File: config.mk
export PLATFORM = sky130hd
export DESIGN_NAME = nbcd_output_port
export DESIGN_NICKNAME = d
export VERILOG_FILES = /design/src/nbcd_pkg_unused_guard.sv /design/src/nbcd_pkg.sv /design/src/nbcd_output_port.sv
export SDC_FILE = /design/constraint.sdc
export NUM_CORES = 1
export LEC_CHECK = 0
export ABC_AREA = 1
export BUFFER_PORTS_ARGS = -buffer_cell sky130_fd_sc_hd__buf_2
export CAP_MARGIN = 20
export CORE_MARGIN = 3
export CORE_UTILIZATION = 51
export CTS_CLUSTER_DIAMETER = 80
export DETAILED_ROUTE_END_ITERATION = 10
export PLACE_DENSITY = 0.86
export SLEW_MARGIN = 40
export SYNTH_ARGS = -nofsm -noshare
export SYNTH_HDL_FRONTEND = slang
export SYNTH_SLANG_ARGS = --single-unit
File: constraint.sdc
create_clock -name i_clock -period 4.73 [get_ports i_clock]
set_input_delay 0.946 -clock i_clock [delete_from_list [all_inputs] [get_ports i_clock]]
set_output_delay 0.946 -clock i_clock [all_outputs]
set_load 0.02 [all_outputs]
File: src/nbcd_pkg_unused_guard.sv
`timescale 1ns/1ps

File: src/nbcd_pkg.sv
package nbcd_pkg;
   // Geometry
   localparam int unsigned NBCD_DIGITS       = 6;
   localparam int unsigned NBCD_STAGES       = 8;
   localparam int unsigned NBCD_BCD_W        = 4;
   localparam int unsigned NBCD_SYNC_DEPTH   = 3;
   // Timing
   localparam int unsigned NBCD_CLK_NS       = 50;
   localparam int unsigned NBCD_INHIBIT_NS   = 2000;
   localparam int unsigned NBCD_INHIBIT_CYC  = (NBCD_INHIBIT_NS + NBCD_CLK_NS - 1) / NBCD_CLK_NS;
   localparam int unsigned NBCD_CNT_W        = 6;
   // Reset values
   localparam logic [NBCD_STAGES-1:0] NBCD_REG_RST = 8'h00;
   localparam logic [NBCD_CNT_W-1:0]  NBCD_CNT_RST = 6'h00;

   // Pins arriving from the processor control logic
   typedef struct packed {
      logic                   load_strobe_second;
      logic                   load_strobe_first;
      logic                   serial_clock_second_reading;
      logic                   serial_clock_first_reading;
      logic [NBCD_DIGITS-1:0] serial_data;
   } nbcd_pins_t;

   localparam nbcd_pins_t NBCD_PINS_RST = '0;
endpackage : nbcd_pkg

File: src/nbcd_output_port.sv
`timescale 1ns/1ps
// Notes on behaviour
// - Six digit registers, each an 8-stage shift section plus holding section.
// - Serial data shifts in on rising edges of the active reading's clock.
// - While a load strobe is high, shift stages copy into holding stages.
// - Holding contents drive outputs continuously, never tri-stated.
// - Readings A and B update alternately by their own clock and strobe.
// - Update-inhibit is high whenever either load strobe is high; here it rises one clock after the synchronised, filtered strobe.
// - Output data stays stable and valid after each inhibit pulse.
// - Each holding bit is driven out unchanged, non-inverted.
// - 24 lines per reading, four BCD lines per digit, weights 8-4-2-1.
// - Register index maps to digit; index 1 least, 6 most significant.
// - Update-inhibit is a positive pulse of at least two microseconds.
module nbcd_output_port #(
   parameter int unsigned DIGITS = nbcd_pkg::NBCD_DIGITS,
   parameter int unsigned STAGES = nbcd_pkg::NBCD_STAGES
) (
   // Clock and reset
   input  wire logic                  i_clock,
   input  wire logic                  i_reset,
   // Receiver control pins
   input  wire nbcd_pkg::nbcd_pins_t  i_pins,
   // Parallel BCD outputs
   output logic [4*DIGITS-1:0]        o_time_difference_a_value,
   output logic [4*DIGITS-1:0]        o_time_difference_b_value,
   output logic                       o_update_inhibit
);
   import nbcd_pkg::*;

   generate
      if (STAGES != 2 * NBCD_BCD_W || DIGITS != NBCD_DIGITS) begin : g_bad_geometry
         $error("nbcd_output_port: unsupported digit or stage count");
      end
   endgenerate

   // A change counts once stages two and three agree
   function automatic logic agreed(input logic s2, input logic s3, input logic prev);
      agreed = (s2 == s3) ? s3 : prev;
   endfunction : agreed

   // Three-stage synchroniser on every pin
   nbcd_pins_t sync1_r, sync2_r, sync3_r;
   nbcd_pins_t sync1_nxt, sync2_nxt, sync3_nxt;
   nbcd_pins_t lvl_r, lvl_nxt;
   logic       rise_a, rise_b, load_a, load_b;

   always_comb begin
      sync1_nxt = i_pins;
      sync2_nxt = sync1_r;
      sync3_nxt = sync2_r;
      lvl_nxt   = lvl_r;
      for (int i = 0; i < $bits(nbcd_pins_t); i++) begin
         lvl_nxt[i] = agreed(sync2_r[i], sync3_r[i], lvl_r[i]);
      end
   end

   always_ff @(posedge i_clock or posedge i_reset) begin
      if (i_reset) begin
         sync1_r <= NBCD_PINS_RST;
         sync2_r <= NBCD_PINS_RST;
         sync3_r <= NBCD_PINS_RST;
         lvl_r   <= NBCD_PINS_RST;
      end else begin
         sync1_r <= sync1_nxt;
         sync2_r <= sync2_nxt;
         sync3_r <= sync3_nxt;
         lvl_r   <= lvl_nxt;
      end
   end

   // Edge on the filtered level, so glitches shorter than two cycles vanish
   assign rise_a = lvl_nxt.serial_clock_first_reading  & ~lvl_r.serial_clock_first_reading;
   assign rise_b = lvl_nxt.serial_clock_second_reading & ~lvl_r.serial_clock_second_reading;
   assign load_a = lvl_r.load_strobe_first;
   assign load_b = lvl_r.load_strobe_second;

   // Digit registers
   logic [STAGES-1:0] shift_r [DIGITS];
   logic [STAGES-1:0] shift_nxt [DIGITS];
   logic [STAGES-1:0] hold_r [DIGITS];
   logic [STAGES-1:0] hold_nxt [DIGITS];
   logic [4*DIGITS-1:0] shift_a_flat, shift_b_flat;

   genvar d;
   generate
      for (d = 0; d < DIGITS; d++) begin : g_digit
         always_comb begin
            shift_nxt[d] = shift_r[d];
            hold_nxt[d]  = hold_r[d];
            if (rise_a || rise_b) begin
               shift_nxt[d] = {shift_r[d][STAGES-2:0], lvl_r.serial_data[d]};
            end
            // Low stages carry reading A, high stages reading B
            if (load_a) begin
               hold_nxt[d][NBCD_BCD_W-1:0] = shift_r[d][NBCD_BCD_W-1:0];
            end
            if (load_b) begin
               hold_nxt[d][STAGES-1:NBCD_BCD_W] = shift_r[d][STAGES-1:NBCD_BCD_W];
            end
         end

         always_ff @(posedge i_clock or posedge i_reset) begin
            if (i_reset) begin
               shift_r[d] <= NBCD_REG_RST;
               hold_r[d]  <= NBCD_REG_RST;
            end else begin
               shift_r[d] <= shift_nxt[d];
               hold_r[d]  <= hold_nxt[d];
            end
         end

         // Digit 0 here is digit index 1, least significant; bit 3 weighs 8
         assign o_time_difference_a_value[4*d +: 4] = hold_r[d][NBCD_BCD_W-1:0];
         assign o_time_difference_b_value[4*d +: 4] = hold_r[d][STAGES-1:NBCD_BCD_W];
         assign shift_a_flat[4*d +: 4] = shift_r[d][NBCD_BCD_W-1:0];
         assign shift_b_flat[4*d +: 4] = shift_r[d][STAGES-1:NBCD_BCD_W];
      end
   endgenerate

   // Update-inhibit: strobe level stretched to the minimum pulse width
   logic [NBCD_CNT_W-1:0] inh_cnt_r, inh_cnt_nxt;
   logic                  inh_r, inh_nxt;

   always_comb begin
      inh_cnt_nxt = inh_cnt_r;
      if (load_a || load_b) begin
         inh_cnt_nxt = NBCD_CNT_W'(NBCD_INHIBIT_CYC - 1);
      end else if (inh_cnt_r != NBCD_CNT_RST) begin
         inh_cnt_nxt = inh_cnt_r - 6'h01;
      end
      // Rises on the same edge as the load, so no sample sees half a change
      inh_nxt = load_a | load_b | (inh_cnt_r != NBCD_CNT_RST);
   end

   always_ff @(posedge i_clock or posedge i_reset) begin
      if (i_reset) begin
         inh_cnt_r <= NBCD_CNT_RST;
         inh_r     <= 1'b0;
      end else begin
         inh_cnt_r <= inh_cnt_nxt;
         inh_r     <= inh_nxt;
      end
   end

   assign o_update_inhibit = inh_r;

   // Checks
   localparam int INH_MIN = NBCD_INHIBIT_CYC;
   logic [NBCD_CNT_W:0] inh_len_r, inh_len_nxt;

   // Length of the current inhibit pulse; saturates so a held strobe cannot wrap it
   always_comb begin
      inh_len_nxt = 7'h00;
      if (inh_r && inh_len_r != 7'h7f) begin
         inh_len_nxt = inh_len_r + 7'h01;
      end else if (inh_r) begin
         inh_len_nxt = inh_len_r;
      end
   end

   always_ff @(posedge i_clock or posedge i_reset) begin
      if (i_reset) begin
         inh_len_r <= 7'h00;
      end else begin
         inh_len_r <= inh_len_nxt;
      end
   end
endmodule : nbcd_output_port

# Word-level counts from Yosys, hierarchy flattened

Cells that the tools add are included.

Input bits: 12
Logic and storage cells: 70
Output and inout bits: 49
Bits in registers: 143

Eq/ne operators: 10
Reductions and logical operators: 4
Bitwise gates (word level): 6
Mux-type cells: 4
Add/subtract/negate cells: 1

Operators with widths:

| cell                                              | count |
|---|---|
| 2-to-1 mux 6 bit                                  | 2 |
| == test 1 bit                                     | 10 |
| nonzero test 6 bit                                | 1 |
| subtractor 6 x 1 -> 6 bit (second input constant) | 1 |
| bitwise AND 1 bit                                 | 2 |
| logical OR 1 bit                                  | 2 |
| 2-to-1 mux 1 bit                                  | 2 |
| inverter 1 bit                                    | 2 |
| bitwise OR 1 bit                                  | 2 |
| nonzero test 2 bit                                | 1 |

# Depth between registers and ports, before layout

Gate-level depths: netlist (run 1).

Depth after elaboration: 4
Depth in mapped cells: 8
Mapped depth without buffers: 8

# Worst setup path after synthesis (run 1)

Ideal clock, no wire load.

Path kind: reg-to-output
Start: register hold_r (netlist bit o_time_difference_a_value[0])
End: output port o_time_difference_a_value[0]
Required time: 3.784 ns
Slack: 3.359 ns
Buffers on the path: 0
Data arrival time: 0.425 ns
Stages on the path, launching flop included: 1
Cells stage by stage: dfrtp_1

RTL lines:

| what                            | line                    | source |
|---|---|---|
| start, declared                 | nbcd_output_port.sv:80  | `logic [STAGES-1:0] hold_r [DIGITS];` |
| start signal, assigned by index | nbcd_output_port.sv:108 | `hold_r[d] <= hold_nxt[d];` |
| end, declared                   | nbcd_output_port.sv:24  | `output logic [4*DIGITS-1:0] o_time_difference_a_value,` |

No word-level cell between the ends.

# Final worst setup path (run 1)

Start: register hold_r (netlist bit o_time_difference_a_value[15])
End: output port o_time_difference_a_value[15]

No word-level cell between the ends.

==> results.toml, run 1 <==
[timing]
max_slew_margin_pct = 52.73
rsz0062_at_grt = "false"
min_period_ns = 2.032
max_freq_ghz = 0.4920
report.final.slew_viol_count = 0
whs_ns = 0.3455
tightest_slew_ns = 0.7091
skew_ns = 0.007585
finalHoldViolCount = 0
tns_ns = 0
timing.final.crit_share_pct = 42.97
setup_ws_ns = 2.698
setup-violations-final = 0

[synthesis]
yosys_warnings = 0
synth_area_mm2 = 0.005080
synth_top_area_cell = "dfrtp_1"
ys_seq_area_share_pct = 70.44
syn_area_per_cell_um2 = 11.04
synthesis.nets = 474
ys_ff_latch = 143
synthTopCellsByArea = "dfrtp_1, nand2_1, o21ai_0"
ys_types = 24
synth_top_area_share_pct = 70.44
synthCells = 460

[global_routing]
gr-total-overflow = 0
grt_antenna_before_repair = 0
grt_pass1_vias = 3470
grt.total_usage_pct = 18.68
grt_max_degree = 92
grt_first_pass_wirelength_mm = 16.53

[setup_path]
path_buf_inv = 1
cp_top_family = "flip-flops"
cp.required_ns = 3.78
worstSetupPathType = "flop to output port"
slowest_stage = "dfrtp_1"
critPathLaunchType = "flop"
cp_max_fo = 2
arrival_ns = 1.09
slowest_delay_ns = 0.41
r2r_slack_ns = 3.30
crit_path_cell_trace = "buf_2"
end_kind = "output port"

[clock_tree]
clk_pin_slew_ns = 0.06
cts_buffer_depth = 2
cts_max_level = 4
cts_hold_buf = 0
cts_setup_buffers = 0
cts_tree = "done"
clock_sinks = 143
cts_buffers = 17
cts_root_buf = "clkbuf_8"
clock_latency_ns = 0.51
cts_resized = 0

[pwr]
ir_drop_v = 0.0002938
power_density_mw_per_mm2 = 588.9
cellLeakagePower_nw = 2.965

[floorplan]
die_x_um = 105.8
die_area_mm2 = 0.01119
start_util_pct = 53.70
die_h_um = 105.8
io_pins = 61
design.core.area_mm2 = 0.009459
rows = 35

[final_layout]
fin_util_pct = 63.85
drive_above_1_share_pct = 19.03
layout_commonest_cell = "dfrtp_1"
final_cell_mix = "dfrtp_1, nand2_1, o21ai_0"
layout.nets = 537
stdcell_area_mm2 = 0.006040
syn_to_final_growth_pct = 18.89
antenna_cells = 0

[route]
wl_mm = 9.348
drc = 0
antenna_left = 0
drt-initial-drc-count = 174
dr_total_vias = 3316
firstDrtPassIters = 5
viasPerCell = 4.986
wl_per_cell_um = 14.06

[placement]
place_congestion = 0.7375
post-dp-hpwl_mm = 5.783
placed_cell_area_mm2 = 0.005466
io_buffers = 60
post-place-ws_ns = 2.989

[status]
status = "finished clean"

[flow_run]
drv_cap = 0

[hold_path]
hold_path_class = "flop to flop"
==> per-stage QoR <==
step	total power, mW	std cells
global route	3.756	665
global placement	2.288	633
detailed placement	2.329	633
finish	3.556	665
floorplan	2.084	460
CTS	3.590	665
==> synthesized netlist by cell type <==
cell type / count
dfrtp_1: 143
nand2_1: 127
o21ai_0: 69
inv_1: 46
buf_2: 14
maj3_1: 10
nor2_1: 10
o21ai_1: 9
nand3_1: 7
a21oi_1: 6
ha_1: 2
inv_2: 2
nand3b_4: 2
nor2_4: 2
xnor2_1: 2
buf_4: 1
buf_6: 1
clkbuf_1: 1
clkbuf_2: 1
clkinv_2: 1
nand2_4: 1
nand3_4: 1
nand4_1: 1
xor2_1: 1
==> area by class of cell <==
| cell class | instances | area [µm²] |
|---|---|---|
| Clock buffer | 20 | 425.4 |
| Clock inverter | 12 | 138.9 |
| Fill cell | 735 | 3420 |
| Inverter | 49 | 188.9 |
| Multi-Input combinational cell | 250 | 1227 |
| Sequential cell | 143 | 3578 |
| Tap cell | 129 | 161.4 |
| Timing Repair Buffer | 62 | 319.1 |
==> where the power goes <==
part           leakage (nW)  switching (mW)  total, mW  internal, mW
logic                 0.921           0.443      0.650         0.207
clock network         0.273           0.491       1.24         0.754
registers              1.77           0.159       1.66          1.50
==> layer usage <==
layer  track usage [%]  vias up  wire (µm)
li1                  -     1578          -
met1             23.76     1656       3910
met2             30.78       74       4869
met3             4.287        8        451
met4             8.141        0        116
met5                 0        -          0
==> path summary, 6_finish.rpt <==
check	from	to	cells after the start
worst max register to register	load_a	o_time_difference_a_value[0]	2
max in group asynchronous	i_reset	shift_a_flat[19]	3
worst min-delay path	sync1_r[0]	sync2_r[0]	0
min in group asynchronous	i_reset	shift_b_flat[10]	3
worst min register to register	sync1_r[0]	sync2_r[0]	0
worst max-delay path	o_time_difference_a_value[15]	o_time_difference_a_value[15]	1
==> logic make-up (layout without fill, tap and decap cells) <==
| logic type | count (synthesis) | after routing | share of synthesized area, % |
|---|---|---|---|
| flops | 143 | 143 | 70.44 |
| xor+xnor | 3 | 3 | 0.5173 |
| fa+ha+maj | 12 | 12 | 2.463 |
| buf+inv | 67 | 143 | 5.566 |
| simple gates | 151 | 151 | 12.73 |
| compound gates | 84 | 84 | 8.276 |
==> registers in the layout, summed over array words and instances, names as in the netlist <==
name and flops:
inh_cnt_r 6, load_a 1, load_b 1, lvl_r 8, o_time_difference_a_value 24, o_time_difference_b_value 24
o_update_inhibit 1, shift_a_flat 24, shift_b_flat 24, sync1_r 10, sync2_r 10, sync3_r 10
==> worst reg2reg max path: stages (launching register included) <==
cell	delay, ns
dfrtp_1	0.53
inv_2	0.53
o21ai_0	0.22
Note: power is estimated with default switching activity, not from simulation.
==> run 2: changes to the inputs <==
--- a/config.mk
+++ b/config.mk
@@ -9,10 +9,10 @@
 export BUFFER_PORTS_ARGS = -buffer_cell sky130_fd_sc_hd__buf_2
 export CAP_MARGIN = 20
 export CORE_MARGIN = 3
-export CORE_UTILIZATION = 51
+export CORE_UTILIZATION = 57
 export CTS_CLUSTER_DIAMETER = 80
 export DETAILED_ROUTE_END_ITERATION = 10
-export PLACE_DENSITY = 0.86
+export PLACE_DENSITY = 0.9
 export SLEW_MARGIN = 40
 export SYNTH_ARGS = -nofsm -noshare
 export SYNTH_HDL_FRONTEND = slang
==> constraint.sdc (replaced) <==
create_clock -name i_clock -period 2.1 [get_ports i_clock]
set_input_delay 0.42 -clock i_clock [delete_from_list [all_inputs] [get_ports i_clock]]
set_output_delay 0.42 -clock i_clock [all_outputs]
set_load 0.02 [all_outputs]
==> run 2 against run 1 <==
Die area shrank 9.9%. Sequential share of layout area decreased by 1.0 points. Worst setup slack got worse by 2.1 ns. Design area increased by 1.8%. Sequential cell count unchanged. Clock skew grew 0.0028 ns. Register-to-register slack lost 2.7 ns. Core utilization grew 9.1 points. Cell count down 1.8%. Power up 130%. Combinational power up 130%. Largest cell class unchanged. Largest power group unchanged.
==> results.toml, run 2 (same netlist as run 1, synthesis figures left out) <==
[timing]
tightest_slew_ns = 0.6631
finalHoldViolCount = 0
skew_ns = 0.01041
max_freq_ghz = 0.6605
setup_ws_ns = 0.5861
whs_ns = 0.04003
setup-violations-final = 0
max_slew_margin_pct = 55.73
report.final.slew_viol_count = 0
timing.final.crit_share_pct = 72.09
rsz0062_at_grt = "false"
min_period_ns = 1.514

[setup_path]
cp_max_fo = 2
cp.required_ns = 1.68
end_kind = "output port"
cp_top_family = "flip-flops"
critPathLaunchType = "flop"
slowest_delay_ns = 0.41
slowest_stage = "dfrtp_1"
crit_path_cell_trace = "buf_2"
r2r_start = "load_b"
path_buf_inv = 1
arrival_ns = 1.09
crit_start = "o_time_difference_a_value[19]"
worstSetupPathType = "flop to output port"

[route]
wl_per_cell_um = 14.77
firstDrtPassIters = 4
antenna_left = 0
viasPerCell = 5.164
dr_total_vias = 3372
drt-initial-drc-count = 229
wl_mm = 9.647
drc = 0

[clock_tree]
cts_buffer_depth = 2
cts_max_level = 4
cts_resized = 0
cts_root_buf = "clkbuf_8"
clk_pin_slew_ns = 0.06
cts_setup_buffers = 0
clock_sinks = 143
cts_tree = "done"
clock_latency_ns = 0.52
cts_hold_buf = 9
cts_buffers = 17

[pwr]
swShare_pct = 31.45
p_int_mw = 5.573
p_comb_share_pct = 18.4
cellLeakagePower_nw = 3.021
power_switching_mw = 2.556
power_density_mw_per_mm2 = 1322
ir_drop_v = 0.0008397
p_seq_share_pct = 46.2
clock_power_share_pct = 35.4

[global_routing]
grt_use_met1_pct = 28.32
grt_pass1_vias = 3466
busiest_layer = "met2"
grt_antenna_before_repair = 0
grt.total_usage_pct = 21.84
use_met3_pct = 6.185
grt_max_degree = 96
grt_use_met2_pct = 34.76
gr-total-overflow = 0
grt_first_pass_wirelength_mm = 16.82

[floorplan]
rows = 33
start_util_pct = 60.31
die_h_um = 100.4
design.core.area_mm2 = 0.008423
io_pins = 61
die_x_um = 100.4
die_area_mm2 = 0.01008

[placement]
post-place-ws_ns = 0.7062
io_buffers = 60
post-dp-hpwl_mm = 5.840
place_inst = 611
place_congestion = 0.7464

[final_layout]
final_cell_mix = "dfrtp_1, nand2_1, o21ai_0"
syn_to_final_growth_pct = 21.03
layout.cells.non_filler = 653
layout.nets = 549
drive_above_1_share_pct = 19.34
layout_commonest_cell = "dfrtp_1"
antenna_cells = 0
n_fill_cell = 563

[status]
status = "finished clean"

[flow_run]
drv_cap = 0

[hold_path]
hold_path_class = "input port to async pin"
## run 2: metrics by stage
stage	area [µm²]	total power, mW	utilization, %	setup TNS [ns]
final	6148	8.129	72.99	0
after global routing	6148	8.568	72.99	0
after CTS	6138	8.186	72.88	0
after detailed placement	5473	5.262	64.97	0
after global placement	5473	5.164	64.97	0
after floorplan	5084	4.694	-	-15.88
## run 2: path summary, 6_finish.rpt
kind                       cells after the start                             to  slack [ns]
max in group asynchronous                      3               shift_a_flat[11]        1.59
max                                            1  o_time_difference_a_value[19]        0.59
max reg2reg                                    2   o_time_difference_b_value[1]        0.63
min reg2reg                                    0                     sync2_r[3]        0.35
min in group i_clock                           0                     sync2_r[3]        0.35
min                                            3  o_time_difference_a_value[13]        0.04
## run 2: worst register-to-register path, stage by stage (launching register included)
cell	delay [ns]
dfrtp_1	0.49
inv_2	0.55
o21ai_0	0.27
## run 2: cell type report
| class | count | area (µm²) | share of cell area, % |
|---|---|---|---|
| Inverter | 49 | 188.9 | 3.073 |
| Timing Repair Buffer | 74 | 455.4 | 7.407 |
| Tap cell | 105 | 131.4 | 2.137 |
| Clock buffer | 17 | 414.1 | 6.736 |
| Clock inverter | 15 | 161.4 | 2.625 |
| Sequential cell | 143 | 3578 | 58.20 |
| Multi-Input combinational cell | 250 | 1219 | 19.82 |
## run 2: power by group through the flow
stage               clock network, mW  registers [mW]  logic [mW]
floorplan                           0            4.07       0.621
global placement                    0            3.76        1.40
detailed placement                  0            3.78        1.48
CTS                              2.91            3.75        1.53
global route                     3.06            3.82        1.68
finish                           2.88            3.75        1.50
## run 2: per-layer routing
layer / routed length, µm / up-vias / share of wire, %
met4: 181 / 0 / 1.9
met5: 0 / - / 0
met3: 445 / 18 / 4.6
met2: 4931 / 84 / 51
li1: - / 1597 / -
met1: 4090 / 1673 / 42
==> run 3: changes to the inputs <==
--- a/config.mk
+++ b/config.mk
@@ -5,7 +5,7 @@
 export SDC_FILE = /design/constraint.sdc
 export NUM_CORES = 1
 export LEC_CHECK = 0
-export ABC_AREA = 1
+export ABC_AREA = 0
 export BUFFER_PORTS_ARGS = -buffer_cell sky130_fd_sc_hd__buf_2
 export CAP_MARGIN = 20
 export CORE_MARGIN = 3
==> constraint.sdc (replaced) <==
create_clock -name i_clock -period 1.5 [get_ports i_clock]
set_input_delay 0.3 -clock i_clock [delete_from_list [all_inputs] [get_ports i_clock]]
set_output_delay 0.3 -clock i_clock [all_outputs]
set_load 0.02 [all_outputs]
==> run 3 against run 2 <==
The flow now finishes with violations (setup timing). Synthesized cell count shrank 36%. Clock skew shrank 0.0044 ns. Critical path type is now flop to flop. First-iteration DRC count shrank 64%. Die area shrank 0.80%. Cell count shrank 23%. Synthesized area shrank 0.84%.
==> results.toml, run 3 <==
[global_routing]
grt.total_usage_pct = 19.16
busiest_layer = "met2"
gr-total-overflow = 0
grt_use_met2_pct = 31.30
grt_pass1_vias = 2997
grt_first_pass_wirelength_mm = 14.88
grt_use_met1_pct = 24.27
grt_antenna_before_repair = 0
use_met3_pct = 5.629
grt_max_degree = 78

[route]
wl_mm = 8.747
drc = 0
drt-initial-drc-count = 83
antenna_left = 0
dr_total_vias = 2691
viasPerCell = 5.382
firstDrtPassIters = 4
wl_per_cell_um = 17.49

[final_layout]
layout_commonest_cell = "dfrtp_1"
stdcell_area_mm2 = 0.006251
syn_to_final_growth_pct = 24.09
antenna_cells = 0
final_cell_mix = "dfrtp_1, mux2_2, buf_2"
layout.nets = 396
drive_above_1_share_pct = 52.41

[clock_tree]
clk_pin_slew_ns = 0.06
cts_max_level = 4
cts_buffers = 17
cts_root_buf = "clkbuf_8"
clock_latency_ns = 0.50
clock_sinks = 143
cts_buffer_depth = 2
cts_tree = "done"

[synthesis]
synth_top_area_cell = "dfrtp_1"
synth_top_area_share_pct = 71.04
synthCells = 294
synth_commonest_cells = "dfrtp_1, mux2_2, maj3_1, buf_2, nor2_1"
ys_ff_latch = 143
ys_seq_area_share_pct = 71.04
synthesis.nets = 308
synthTopCellsByArea = "dfrtp_1, mux2_2, maj3_1"
async_reset_ff_share_pct = 100.0
synth_area_mm2 = 0.005037
syn_area_per_cell_um2 = 17.13
synth.most_common_cell = "dfrtp_1"
synthFlopType = "dfrtp_1"
synth_edf_count = 0
yosys_warnings = 0
ys_types = 24

[timing]
rsz0062_at_grt = "true"
timing.final.crit_share_pct = 101.1
max_slew_margin_pct = 67.50
finalHoldViolCount = 0
min_period_ns = 1.516
setup-violations-final = 1
tightest_slew_ns = 0.4838
setup_ws_ns = -0.01641
report.final.slew_viol_count = 0
max_freq_ghz = 0.6595
skew_ns = 0.005997

[pwr]
ir_drop_v = 0.001643
clock_power_share_pct = 30.5
power_switching_mw = 4.032
p_int_mw = 9.077
swShare_pct = 30.76
power_mw = 13.11
p_seq_share_pct = 45.7
power_density_mw_per_mm2 = 2097
cellLeakagePower_nw = 2.816
p_comb_share_pct = 23.9

[status]
violations = "setup timing"
status = "finished, violations left"

[flow_run]
drv_cap = 0

[setup_path]
cp.required_ns = 1.86
arrival_ns = 1.87
end_kind = "flop"
cp_max_fo = 4
r2r_slack_ns = -0.02
worstSetupPathType = "flop to flop"
critPathLaunchType = "flop"

[floorplan]
die_x_um = 100.0
rows = 33
die_area_mm2 = 0.01000
start_util_pct = 60.10
design.core.area_mm2 = 0.008382
die_h_um = 100.0
io_pins = 61

[placement]
post-dp-hpwl_mm = 5.288
io_buffers = 60
place_congestion = 0.7748
placed_cell_area_mm2 = 0.005533

[hold_path]
hold_path_class = "input port to async pin"
==> run 3: cells by family after synthesis <==
family | after synthesis | share of synthesized area (%)
muxes | 96 | 21.46
and+or+nand+nor | 16 | 1.689
DFF | 143 | 71.04
adders and majority gates | 12 | 2.484
buffers and inverters | 15 | 1.540
AOI/OAI and AO/OA | 12 | 1.788
==> run 3: worst max-delay path, cell delays in order, from the launching register on <==
cell     delay [ns]
dfrtp_1        0.40
inv_2          0.10
ha_4           0.14
or3b_4         0.40
nor2_2         0.21
a31oi_1        0.13
==> run 3: stage by stage <==
stage	util, %	cells	TNS, ns	setup WS, ns	hold slack, ns
finish	74.58	500	-0.01641	-0.01641	0.2366
global placement	66.01	456	0	0.06806	0.1964
floorplan	-	294	-84.52	-0.5911	0.3312
global route	74.58	500	-0.09415	-0.06017	0.2201
detailed placement	66.01	456	-0.1110	-0.08303	0.2013
CTS	74.44	500	-0.01522	-0.01522	0.2184
==> run 3: cell type report <==
cell class              count  area, µm²
multi-input cells         136       1414
clock inverters            14      158.9
flip-flops and latches    143       3578
fillers                   508       2131
clock buffers              18      417.9
well taps                 105      131.4
inverters                   4      18.77
repair buffers             80      531.8
==> run 3: layer usage <==
metal	wire [µm]	part of all wire (%)
met5	0	0
met4	145	1.7
met3	480	5.5
met2	4405	50
met1	3716	42
==> run 3: path summary, 6_finish.rpt <==
kind / startpoint / endpoint / cells after the start
hold reg to reg: sync1_r[6] / sync2_r[6] / 0
max in group asynchronous: i_reset / shift_a_flat[6] / 4
setup / recovery: inh_cnt_r[1] / inh_cnt_r[1] / 5
hold / removal: i_reset / sync1_r[4] / 3
min in group i_clock: sync1_r[6] / sync2_r[6] / 0
setup reg to reg: inh_cnt_r[1] / inh_cnt_r[1] / 5
==> run 3: repair_timing <==
item / in CTS / in global routing
buffers inserted: 1 / 0
resized for setup: 4 / 3
gates cloned: 0 / 0
endpoints found under the hold margin: 153 / 0
hold buffers: 11 / 0
endpoints found under the setup margin: 3 / 13
==> run 3: power groups by stage <==
stage	clock, mW	sequential [mW]	combinational [mW]
after floorplan	0	6.56	1.39
final	3.99	5.98	3.13
after CTS	4.06	5.99	3.18
after detailed placement	0	6.02	3.11
after global placement	0	5.92	2.99
after global routing	4.24	6.16	3.36
